[config.mk]
export PLATFORM = sky130hd
export DESIGN_NAME = ssrm_device_flat
export DESIGN_NICKNAME = d
export VERILOG_FILES = /design/src/core/ssrm_pkg.sv /design/src/core/ssrm_link_if.sv /design/src/core/ssrm_sec_counter.sv /design/src/core/ssrm_device.sv /design/src/flat_wrapper.sv
export SDC_FILE = /design/constraint.sdc
export NUM_CORES = 2
export LEC_CHECK = 0
export BUFFER_PORTS_ARGS = -buffer_cell sky130_fd_sc_hd__buf_2
export CORE_UTILIZATION = 40
export DETAILED_ROUTE_END_ITERATION = 16
export PLACE_DENSITY = 0.64
export REMOVE_ABC_BUFFERS = 1
export SLEW_MARGIN = 5
export SYNTH_ARGS = -nofsm -noshare
export SYNTH_HDL_FRONTEND = slang
export SYNTH_SLANG_ARGS = --single-unit
[constraint.sdc]
create_clock -name clk_in -period 10.6 [get_ports clk_in]
set_input_delay 2.12 -clock clk_in [delete_from_list [all_inputs] [get_ports clk_in]]
set_output_delay 2.12 -clock clk_in [all_outputs]
set_load 0.005 [all_outputs]
[src/core/ssrm_pkg.sv]
package ssrm_pkg;

  // item widths on the map
  typedef logic [15:0] ssrm_uint_t;
  typedef logic [31:0] ssrm_unsigned_double_integer_t;
  typedef logic [15:0] ssrm_word_t;
  typedef logic [31:0] ssrm_dword_t;
  typedef logic [7:0]  ssrm_byte_t;

  typedef enum logic [7:0] {
    SSRM_MODE_NORMAL     = 8'h01,
    SSRM_MODE_CONFIG     = 8'h02,
    SSRM_MODE_LOCKOUT    = 8'h04,
    SSRM_MODE_WAIT_RESET = 8'h41,
    SSRM_MODE_ENTER_CFG  = 8'h81
  } ssrm_mode_e;

  typedef enum logic [1:0] {
    SSRM_SP_DISC  = 2'h0,
    SSRM_SP_INPUT = 2'h1,
    SSRM_SP_HOLD  = 2'h2,
    SSRM_SP_ASM   = 2'h3
  } ssrm_space_e;

  // register numbering bases
  localparam logic [15:0] SSRM_BASE_INPUT = 16'h7530;
  localparam logic [15:0] SSRM_BASE_HOLD  = 16'h9C40;

  // word map, same for input and holding registers
  localparam int SSRM_NUM_VSO   = 16;
  localparam int SSRM_STR_WORDS = 8;
  localparam int SSRM_STR_CHARS = 16;
  localparam logic [15:0] SSRM_REG_MODE    = 16'h0000;
  localparam logic [15:0] SSRM_REG_VSO     = 16'h0001;
  localparam logic [15:0] SSRM_REG_FLAG    = 16'h0002;
  localparam logic [15:0] SSRM_REG_SECS_HI = 16'h0003;
  localparam logic [15:0] SSRM_REG_SECS_LO = 16'h0004;
  localparam logic [15:0] SSRM_REG_IP_HI   = 16'h0006;
  localparam logic [15:0] SSRM_REG_IP_LO   = 16'h0007;
  localparam logic [15:0] SSRM_REG_LEN_HI  = 16'h0008;
  localparam logic [15:0] SSRM_REG_LEN_LO  = 16'h0009;
  localparam logic [15:0] SSRM_REG_STR     = 16'h000A;
  localparam logic [15:0] SSRM_REG_FIDX    = 16'h0018;
  localparam logic [15:0] SSRM_REG_FTS     = 16'h0028;
  localparam logic [15:0] SSRM_PAD_WORD    = 16'h0000;
  localparam logic [15:0] SSRM_FAULT_SCALE = 16'h0064;

  // client register offsets
  localparam logic [3:0] SSRM_C_CMD    = 4'h0;
  localparam logic [3:0] SSRM_C_CTRL   = 4'h1;
  localparam logic [3:0] SSRM_C_STATUS = 4'h2;
  localparam logic [3:0] SSRM_C_RESULT = 4'h3;
  localparam logic [3:0] SSRM_C_FAULT  = 4'h4;
  localparam logic [3:0] SSRM_C_OCTET  = 4'h5;
  localparam logic [3:0] SSRM_C_HEX_HI = 4'h6;
  localparam logic [3:0] SSRM_C_HEX_LO = 4'h7;
  localparam int SSRM_CMD_BIT_LSB = 16;
  localparam int SSRM_CMD_ASM     = 20;
  localparam int SSRM_CMD_W       = 21;

  localparam logic [7:0] SSRM_ASCII_SPACE = 8'h20;
  localparam logic [7:0] SSRM_ASCII_ZERO  = 8'h30;
  localparam logic [7:0] SSRM_ASCII_ALPHA = 8'h37;

  // timing
  localparam int SSRM_CLK_NS        = 8;
  localparam int SSRM_SEC_NS        = 1_000_000_000;
  localparam int SSRM_POLL_NS       = 10_000_000;
  localparam int SSRM_TICKS_PER_SEC = SSRM_SEC_NS / SSRM_CLK_NS;
  localparam int SSRM_POLL_CYCLES   = SSRM_POLL_NS / SSRM_CLK_NS;

endpackage

[src/core/ssrm_link_if.sv]
`timescale 1ns/1ps
`default_nettype none
interface ssrm_link_if;
  import ssrm_pkg::*;
  logic        req;
  ssrm_space_e space;
  logic [15:0] addr;
  logic        ack;
  logic [15:0] rdata;
  modport device (input req, input space, input addr, output ack, output rdata);
  modport client (output req, output space, output addr, input ack, input rdata);
endinterface
`default_nettype wire

[src/core/ssrm_sec_counter.sv]
`timescale 1ns/1ps
`default_nettype none
module ssrm_sec_counter import ssrm_pkg::*; #(
  parameter int TICKS_PER_SEC = SSRM_TICKS_PER_SEC
) (
  // clock and reset
  input  wire logic        clk_in,
  input  wire logic        rst_in,
  // whole seconds since reset
  output logic [31:0]      seconds_out
);

  localparam int PW = (TICKS_PER_SEC > 1) ? $clog2(TICKS_PER_SEC) : 1;
  localparam logic [PW-1:0] LAST = PW'(TICKS_PER_SEC - 1);

  logic [PW-1:0] pre_q;

  always_ff @(posedge clk_in) begin
    if (rst_in || pre_q == LAST) begin
      pre_q <= '0;
    end else begin
      pre_q <= pre_q + PW'(1);
    end
  end

  always_ff @(posedge clk_in) begin
    if (rst_in) begin
      seconds_out <= '0;
    end else if (pre_q == LAST) begin
      seconds_out <= seconds_out + 32'h0000_0001;
    end
  end

endmodule // ssrm_sec_counter
`default_nettype wire

[src/core/ssrm_device.sv]
// The register offsets and the address-and-strobe port are this design's own decisions.
`timescale 1ns/1ps
`default_nettype none
module ssrm_device import ssrm_pkg::*; #(
  parameter int NVSO          = SSRM_NUM_VSO,
  parameter int TICKS_PER_SEC = SSRM_TICKS_PER_SEC
) (
  // clock and reset
  input  wire logic              clk_in,
  input  wire logic              rst_in,
  // network side
  ssrm_link_if.device            link,
  // virtual status outputs and faults
  input  wire logic [NVSO-1:0]   vso_state_in,
  input  wire logic [NVSO-1:0]   fault_set_in,
  input  wire logic [NVSO-1:0]   fault_clear_in,
  input  wire logic [7:0]        fault_major_in,
  input  wire logic [7:0]        fault_minor_in,
  // controller state and settings
  input  wire ssrm_mode_e        mode_in,
  input  wire logic              len16_in,
  input  wire logic              swap_in,
  input  wire logic [31:0]       ip_addr_in,
  // string contents
  input  wire logic              str_wr_in,
  input  wire logic [3:0]        str_idx_in,
  input  wire logic [7:0]        str_char_in,
  input  wire logic [31:0]       str_len_in,
  // status
  output logic [NVSO-1:0]        fault_flag_out,
  output logic [31:0]            seconds_out
);

  logic [15:0]  fidx_q [NVSO];
  logic [31:0]  fts_q  [NVSO];
  logic [7:0]   str_q  [SSRM_STR_CHARS];
  ssrm_mode_e   mode_q;
  logic [15:0]  code_d;
  logic [15:0]  vso16;
  logic [15:0]  flag16;
  logic [15:0]  widx;
  logic [15:0]  off;
  logic [15:0]  word_d;
  logic         bit_d;
  logic [15:0]  rdata_q;
  logic         ack_q;

  ssrm_sec_counter #(
    .TICKS_PER_SEC (TICKS_PER_SEC)
  ) ssrm_sec_counter_i (
    .clk_in      (clk_in),
    .rst_in      (rst_in),
    .seconds_out (seconds_out)
  );

  assign code_d = 16'(fault_major_in) * SSRM_FAULT_SCALE + 16'(fault_minor_in);

  genvar g;
  generate
    for (g = 0; g < NVSO; g++) begin : g_vso
      // a new fault in the clear cycle keeps the flag and takes a fresh entry
      logic take;
      assign take = fault_set_in[g] && (!fault_flag_out[g] || fault_clear_in[g]);

      always_ff @(posedge clk_in) begin
        if (rst_in) begin
          fault_flag_out[g] <= 1'b0;
        end else if (fault_set_in[g]) begin
          fault_flag_out[g] <= 1'b1;
        end else if (fault_clear_in[g]) begin
          fault_flag_out[g] <= 1'b0;
        end
      end

      always_ff @(posedge clk_in) begin
        if (rst_in) begin
          fidx_q[g] <= '0;
        end else if (take) begin
          fidx_q[g] <= code_d;
        end else if (fault_clear_in[g]) begin
          fidx_q[g] <= '0;
        end
      end

      always_ff @(posedge clk_in) begin
        if (rst_in) begin
          fts_q[g] <= '0;
        end else if (take) begin
          fts_q[g] <= seconds_out;
        end
      end
    end
  endgenerate

  // only the five legal codes are accepted; anything else keeps the last one
  always_ff @(posedge clk_in) begin
    if (rst_in) begin
      mode_q <= SSRM_MODE_NORMAL;
    end else begin
      case (mode_in)
        SSRM_MODE_NORMAL, SSRM_MODE_CONFIG, SSRM_MODE_LOCKOUT,
        SSRM_MODE_WAIT_RESET, SSRM_MODE_ENTER_CFG: mode_q <= mode_in;
        default: mode_q <= mode_q;
      endcase
    end
  end

  always_ff @(posedge clk_in) begin
    if (rst_in) begin
      for (int i = 0; i < SSRM_STR_CHARS; i++) begin
        str_q[i] <= '0;
      end
    end else if (str_wr_in) begin
      str_q[str_idx_in] <= str_char_in;
    end
  end

  always_comb begin
    vso16 = '0;
    flag16 = '0;
    vso16[NVSO-1:0] = vso_state_in;
    flag16[NVSO-1:0] = fault_flag_out;
  end

  // assembly bytes address words two at a time
  assign widx = (link.space == SSRM_SP_ASM) ? {1'b0, link.addr[15:1]} : link.addr;

  always_comb begin
    word_d = '0;
    off = '0;
    if (widx == SSRM_REG_MODE) begin
      word_d = {8'h00, mode_q};
    end else if (widx == SSRM_REG_VSO) begin
      word_d = vso16;
    end else if (widx == SSRM_REG_FLAG) begin
      word_d = flag16;
    end else if (widx == SSRM_REG_SECS_HI) begin
      word_d = seconds_out[31:16];
    end else if (widx == SSRM_REG_SECS_LO) begin
      word_d = seconds_out[15:0];
    end else if (widx == SSRM_REG_IP_HI) begin
      word_d = ip_addr_in[31:16];
    end else if (widx == SSRM_REG_IP_LO) begin
      word_d = ip_addr_in[15:0];
    end else if (widx == SSRM_REG_LEN_HI) begin
      word_d = len16_in ? SSRM_PAD_WORD : str_len_in[31:16];
    end else if (widx == SSRM_REG_LEN_LO) begin
      word_d = str_len_in[15:0];
    end else if (widx >= SSRM_REG_STR && widx < SSRM_REG_STR + 16'(SSRM_STR_WORDS)) begin
      off = widx - SSRM_REG_STR;
      // first character in the high byte unless swapped
      word_d = swap_in ? {str_q[{off[2:0], 1'b1}], str_q[{off[2:0], 1'b0}]}
                       : {str_q[{off[2:0], 1'b0}], str_q[{off[2:0], 1'b1}]};
    end else if (widx >= SSRM_REG_FIDX && widx < SSRM_REG_FIDX + 16'(NVSO)) begin
      off = widx - SSRM_REG_FIDX;
      word_d = fidx_q[off[3:0]];
    end else if (widx >= SSRM_REG_FTS && widx < SSRM_REG_FTS + 16'(2 * NVSO)) begin
      off = widx - SSRM_REG_FTS;
      word_d = off[0] ? fts_q[off[4:1]][15:0] : fts_q[off[4:1]][31:16];
    end
  end

  // reserved and unmapped locations answer zero
  always_comb begin
    bit_d = 1'b0;
    if (link.addr < 16'(NVSO)) begin
      bit_d = vso_state_in[link.addr[3:0]];
    end else if (link.addr < 16'(2 * NVSO)) begin
      bit_d = fault_flag_out[4'(link.addr - 16'(NVSO))];
    end
  end

  always_ff @(posedge clk_in) begin
    if (rst_in) begin
      rdata_q <= '0;
    end else if (link.req) begin
      case (link.space)
        SSRM_SP_DISC:  rdata_q <= {15'h0000, bit_d};
        SSRM_SP_ASM:   rdata_q <= {8'h00, link.addr[0] ? word_d[15:8] : word_d[7:0]};
        default:       rdata_q <= word_d;
      endcase
    end
  end

  always_ff @(posedge clk_in) begin
    if (rst_in) begin
      ack_q <= 1'b0;
    end else begin
      ack_q <= link.req;
    end
  end

  assign link.rdata = rdata_q;
  assign link.ack = ack_q;

endmodule // ssrm_device
`default_nettype wire

[src/flat_wrapper.sv]
// flat-port wrapper written by rule: the top's interface ports become plain ports
module ssrm_device_flat import ssrm_pkg::*;
#(
  parameter int NVSO          = SSRM_NUM_VSO,
  parameter int TICKS_PER_SEC = SSRM_TICKS_PER_SEC
)
  (clk_in, rst_in, vso_state_in, fault_set_in, fault_clear_in, fault_major_in, fault_minor_in, mode_in, len16_in, swap_in, ip_addr_in, str_wr_in, str_idx_in, str_char_in, str_len_in, fault_flag_out, seconds_out, link_req, link_space, link_addr, link_ack, link_rdata);
  ssrm_link_if link_i ();
  input  wire logic clk_in;
  input  wire logic rst_in;
  input  wire logic [NVSO-1:0] vso_state_in;
  input  wire logic [NVSO-1:0] fault_set_in;
  input  wire logic [NVSO-1:0] fault_clear_in;
  input  wire logic [7:0] fault_major_in;
  input  wire logic [7:0] fault_minor_in;
  input  wire ssrm_mode_e mode_in;
  input  wire logic len16_in;
  input  wire logic swap_in;
  input  wire logic [31:0] ip_addr_in;
  input  wire logic str_wr_in;
  input  wire logic [3:0] str_idx_in;
  input  wire logic [7:0] str_char_in;
  input  wire logic [31:0] str_len_in;
  output logic [NVSO-1:0] fault_flag_out;
  output logic [31:0] seconds_out;
  input wire logic [$bits(link_i.req)-1:0] link_req;
  input wire logic [$bits(link_i.space)-1:0] link_space;
  input wire logic [$bits(link_i.addr)-1:0] link_addr;
  output wire logic [$bits(link_i.ack)-1:0] link_ack;
  output wire logic [$bits(link_i.rdata)-1:0] link_rdata;
  assign link_i.req = link_req;
  assign link_i.space = link_space;
  assign link_i.addr = link_addr;
  assign link_ack = link_i.ack;
  assign link_rdata = link_i.rdata;
  ssrm_device #(.NVSO(NVSO), .TICKS_PER_SEC(TICKS_PER_SEC)) u_core (.clk_in(clk_in), .rst_in(rst_in), .link(link_i), .vso_state_in(vso_state_in), .fault_set_in(fault_set_in), .fault_clear_in(fault_clear_in), .fault_major_in(fault_major_in), .fault_minor_in(fault_minor_in), .mode_in(mode_in), .len16_in(len16_in), .swap_in(swap_in), .ip_addr_in(ip_addr_in), .str_wr_in(str_wr_in), .str_idx_in(str_idx_in), .str_char_in(str_char_in), .str_len_in(str_len_in), .fault_flag_out(fault_flag_out), .seconds_out(seconds_out));
endmodule
==> impl_metrics.tcl <==
set metrics [dict create \
    avgSynthCellArea_um2 11.2 \
    synthAdderAreaFrac 0.0113 \
    clkPwrFrac 0.392 \
    hold_buffers 0 \
    path_class "in -> reg" \
    holdWs_ns 0.454 \
    cts_buffer_depth 3 \
    fin_util 0.454 \
    die_h_um 364 \
    required_ns 11.23 \
    crit_cells 12 \
    critPathBufInv 3 \
    tns_ns 0 \
    overflow 0 \
    synth-edff-count 896 \
    fin_crit_ns 6.66 \
    multi_input_area_mm2 0.0215 \
    end_kind "flop" \
    cp_top_family "compound AO/OA/AOI/OAI gates" \
    rsz0062_at_grt "false" \
    worstRegToRegCells 7 \
    clkLatencyLatePin_ns 0.76 \
    power_frac_seq 0.461 \
    area_growth_syn_to_layout_pct 12.5 \
    routed_wl_mm 211 \
    synth.ff_latch_count 996 \
    fp-row-count 132 \
    status "completed" \
    hold_path_depth 2 \
    numCtsBuffers 108 \
    arrival_ns 7.29 \
    grt_max_degree 99 \
    htreeDepth 3 \
    p_leak_nw 22.6 \
    post_cts_resized 0 \
    finalHoldViolCount 0 \
    power_mw 10.1 \
    final_cell_mix "edfxtp_1 (896), and2_1 (620), nor2_1 (498)" \
    p_per_area_mw_per_mm2 172 \
    drtIter0Drc 6353 \
    place_area_mm2 0.0552 \
    cts_tree "done" \
    fin_area_mm2 0.0589 \
    synth-simple-area-share 0.188 \
    synth.mux.area_fraction 0.0885 \
    cap_violations 0 \
    syn_area_mm2 0.0524 \
    ys_seq_area_frac 0.552 \
    synth_xor_area_frac 0.0118 \
    start_util 0.404 \
    yosys_warnings 0 \
    final_nets 4984 \
    cp_slowest_cell "a2111oi_2" \
    place_inst 6399 \
    port_buffers 236 \
    synth_top_family_by_area "simple AND/OR/NAND/NOR gates" \
    p_comb_frac 0.147 \
    synth_cell_types 102 \
    max-slew-margin-rel 0.111 \
    startpoint_type "input pin" \
    setup_violations 0 \
    dieArea_mm2 0.132 \
    final_common_cell "edfxtp_1" \
    grt_pass1_vias 38914 \
    clock_skew_ns 0.0493 \
    regArea_mm2 0.0289 \
    critPathMaxFanout 43 \
    grt_pass1_wl_mm 292 \
    timing.final.ws_setup_ns 3.94 \
    antenna_found_initial 21 \
    drive_above_1_share 0.165 \
    core_region_area_mm2 0.130 \
    cts_setup_buffers 0 \
    synthCells 4676 \
    clk_pin_slew_ns 0.06 \
    grt.total_usage 0.312 \
    worstMarginPinSlew_ns 1.33 \
    vias 41444 \
    synth-compound-area-share 0.105 \
    async_reset_ff_frac 0 \
    vdd_drop_max_v 0.000167 \
    dieWidth_um 364 \
    gp_congestion 1.01 \
    min_period_over_period 0.628 \
    switchingPower_mw 2.86 \
    final_max_slew_viol_count 0 \
    fmax_ghz 0.150 \
    cts_root_buffer "clkbuf_16" \
    fin_cells 6608 \
    dp_hpwl_mm 133 \
    preCtsSetupSlack_ns 3.35 \
    vias_per_cell 6.27 \
    max_stage_delay_ns 1.01 \
    drc 0 \
    cts_num_sinks 996 \
    switching_share 0.282 \
    crit_chain "buf_2 > ha_4 > inv_2 > buf_4 > a2111oi_2 > a2bb2oi_1 > nand3_1 > nor2_1 > nor3_1 > a222oi_1 > o21a_1 > o21ai_1" \
    firstDrtPassIters 6 \
    internal_power_mw 7.28 \
    synth_ff_type "edfxtp_1" \
    num_io_pins 237 \
    hold_class "reg -> reg" \
    fill_cells 11795 \
    wl_per_cell_um 32.0 \
    ant_nets 0 \
]
[final cells by class]
| cell class | count | share of cell area |
|---|---|---|
| Timing Repair Buffer | 376 | 0.0392 |
| Multi-Input combinational cell | 3194 | 0.365 |
| Clock buffer | 137 | 0.0489 |
| Tap cell | 1742 | 0.0370 |
| Clock inverter | 65 | 0.0134 |
| Inverter | 91 | 0.00580 |
| Sequential cell | 996 | 0.491 |
| Antenna cell | 7 | 0.000297 |
[worst paths after layout]
kind                                                                 from                                   endpoint  slack [ns]
worst max-delay path                                        link_space[0]                       u_core.link.rdata[0]        3.94
worst min-delay path                                 u_core.link.rdata[9]                       u_core.link.rdata[9]        0.45
worst max register to register  u_core.ssrm_sec_counter_i.seconds_out[16]  u_core.ssrm_sec_counter_i.seconds_out[26]        7.03
worst min register to register                       u_core.link.rdata[9]                       u_core.link.rdata[9]        0.45
[worst register-to-register path, cell delays in order (launching register included)]
cell and delay [ns]:
dfxtp_1 0.65, clkinv_1 0.61, nor2_1 0.69, and3_1 0.40
nand3_1 0.20, nor3_1 0.62, xnor2_1 0.19, nor2_1 0.05
[power groups by stage]
stage	registers, mW	logic [mW]	clock network [mW]
after floorplan	4.71	0.752	0
after global placement	4.74	1.41	0
after detailed placement	4.75	1.43	0
after CTS	4.67	1.43	3.98
after global routing	4.69	1.54	4.12
final	4.67	1.49	3.97
[cell usage after synthesis, drive strengths merged, types with 20 or more instances]
cell | instances | area, um2
dfxtp | 100 | 2000
nor2b | 24 | 150
mux2 | 86 | 976
o221ai | 47 | 412
nand3 | 147 | 736
nand2b | 47 | 294
nor2 | 517 | 1950
nand2 | 342 | 1290
o22ai | 72 | 450
xnor2 | 35 | 314
a211oi | 34 | 260
nor4 | 20 | 211
and2 | 620 | 3880
a2111oi | 23 | 233
and3 | 32 | 200
mux4 | 46 | 1040
buf | 163 | 1050
a22oi | 30 | 225
a2bb2oi | 25 | 219
xor2 | 35 | 307
a221oi | 52 | 474
or2 | 40 | 250
nor3 | 51 | 303
clkbuf | 232 | 871
a21oi | 123 | 623
o21ai | 134 | 671
inv | 86 | 323
o211ai | 28 | 210
mux2i | 259 | 2630
ha | 41 | 513
a311oi | 38 | 333
edfxtp | 896 | 26900
nand4 | 28 | 175
[sequential cells by signal, summed over array words and instances, names as in the netlist]
signal / cells
u_core.fidx_q: 256
u_core.ssrm_sec_counter_i.seconds_out: 32
u_core.fts_q: 512
u_core.fault_flag_out: 16
u_core.mode_q: 8
u_core.link.rdata: 16
u_core.str_q: 128
u_core.ssrm_sec_counter_i.pre_q: 27
u_core.link.ack: 1
[per-layer routing]
metal  part of all wire  track usage
met5            0.00027            0
met4              0.058        0.164
met1               0.38        0.406
met3               0.14        0.104
met2               0.43        0.458
[cell families after synthesis]
family,Yosys count
buf+inv,486
flops,996
simple gates,1925
xor+xnor,70
fa+ha+maj,45
compound gates,763
mux,391
Note: power is estimated with default switching activity, not from simulation.
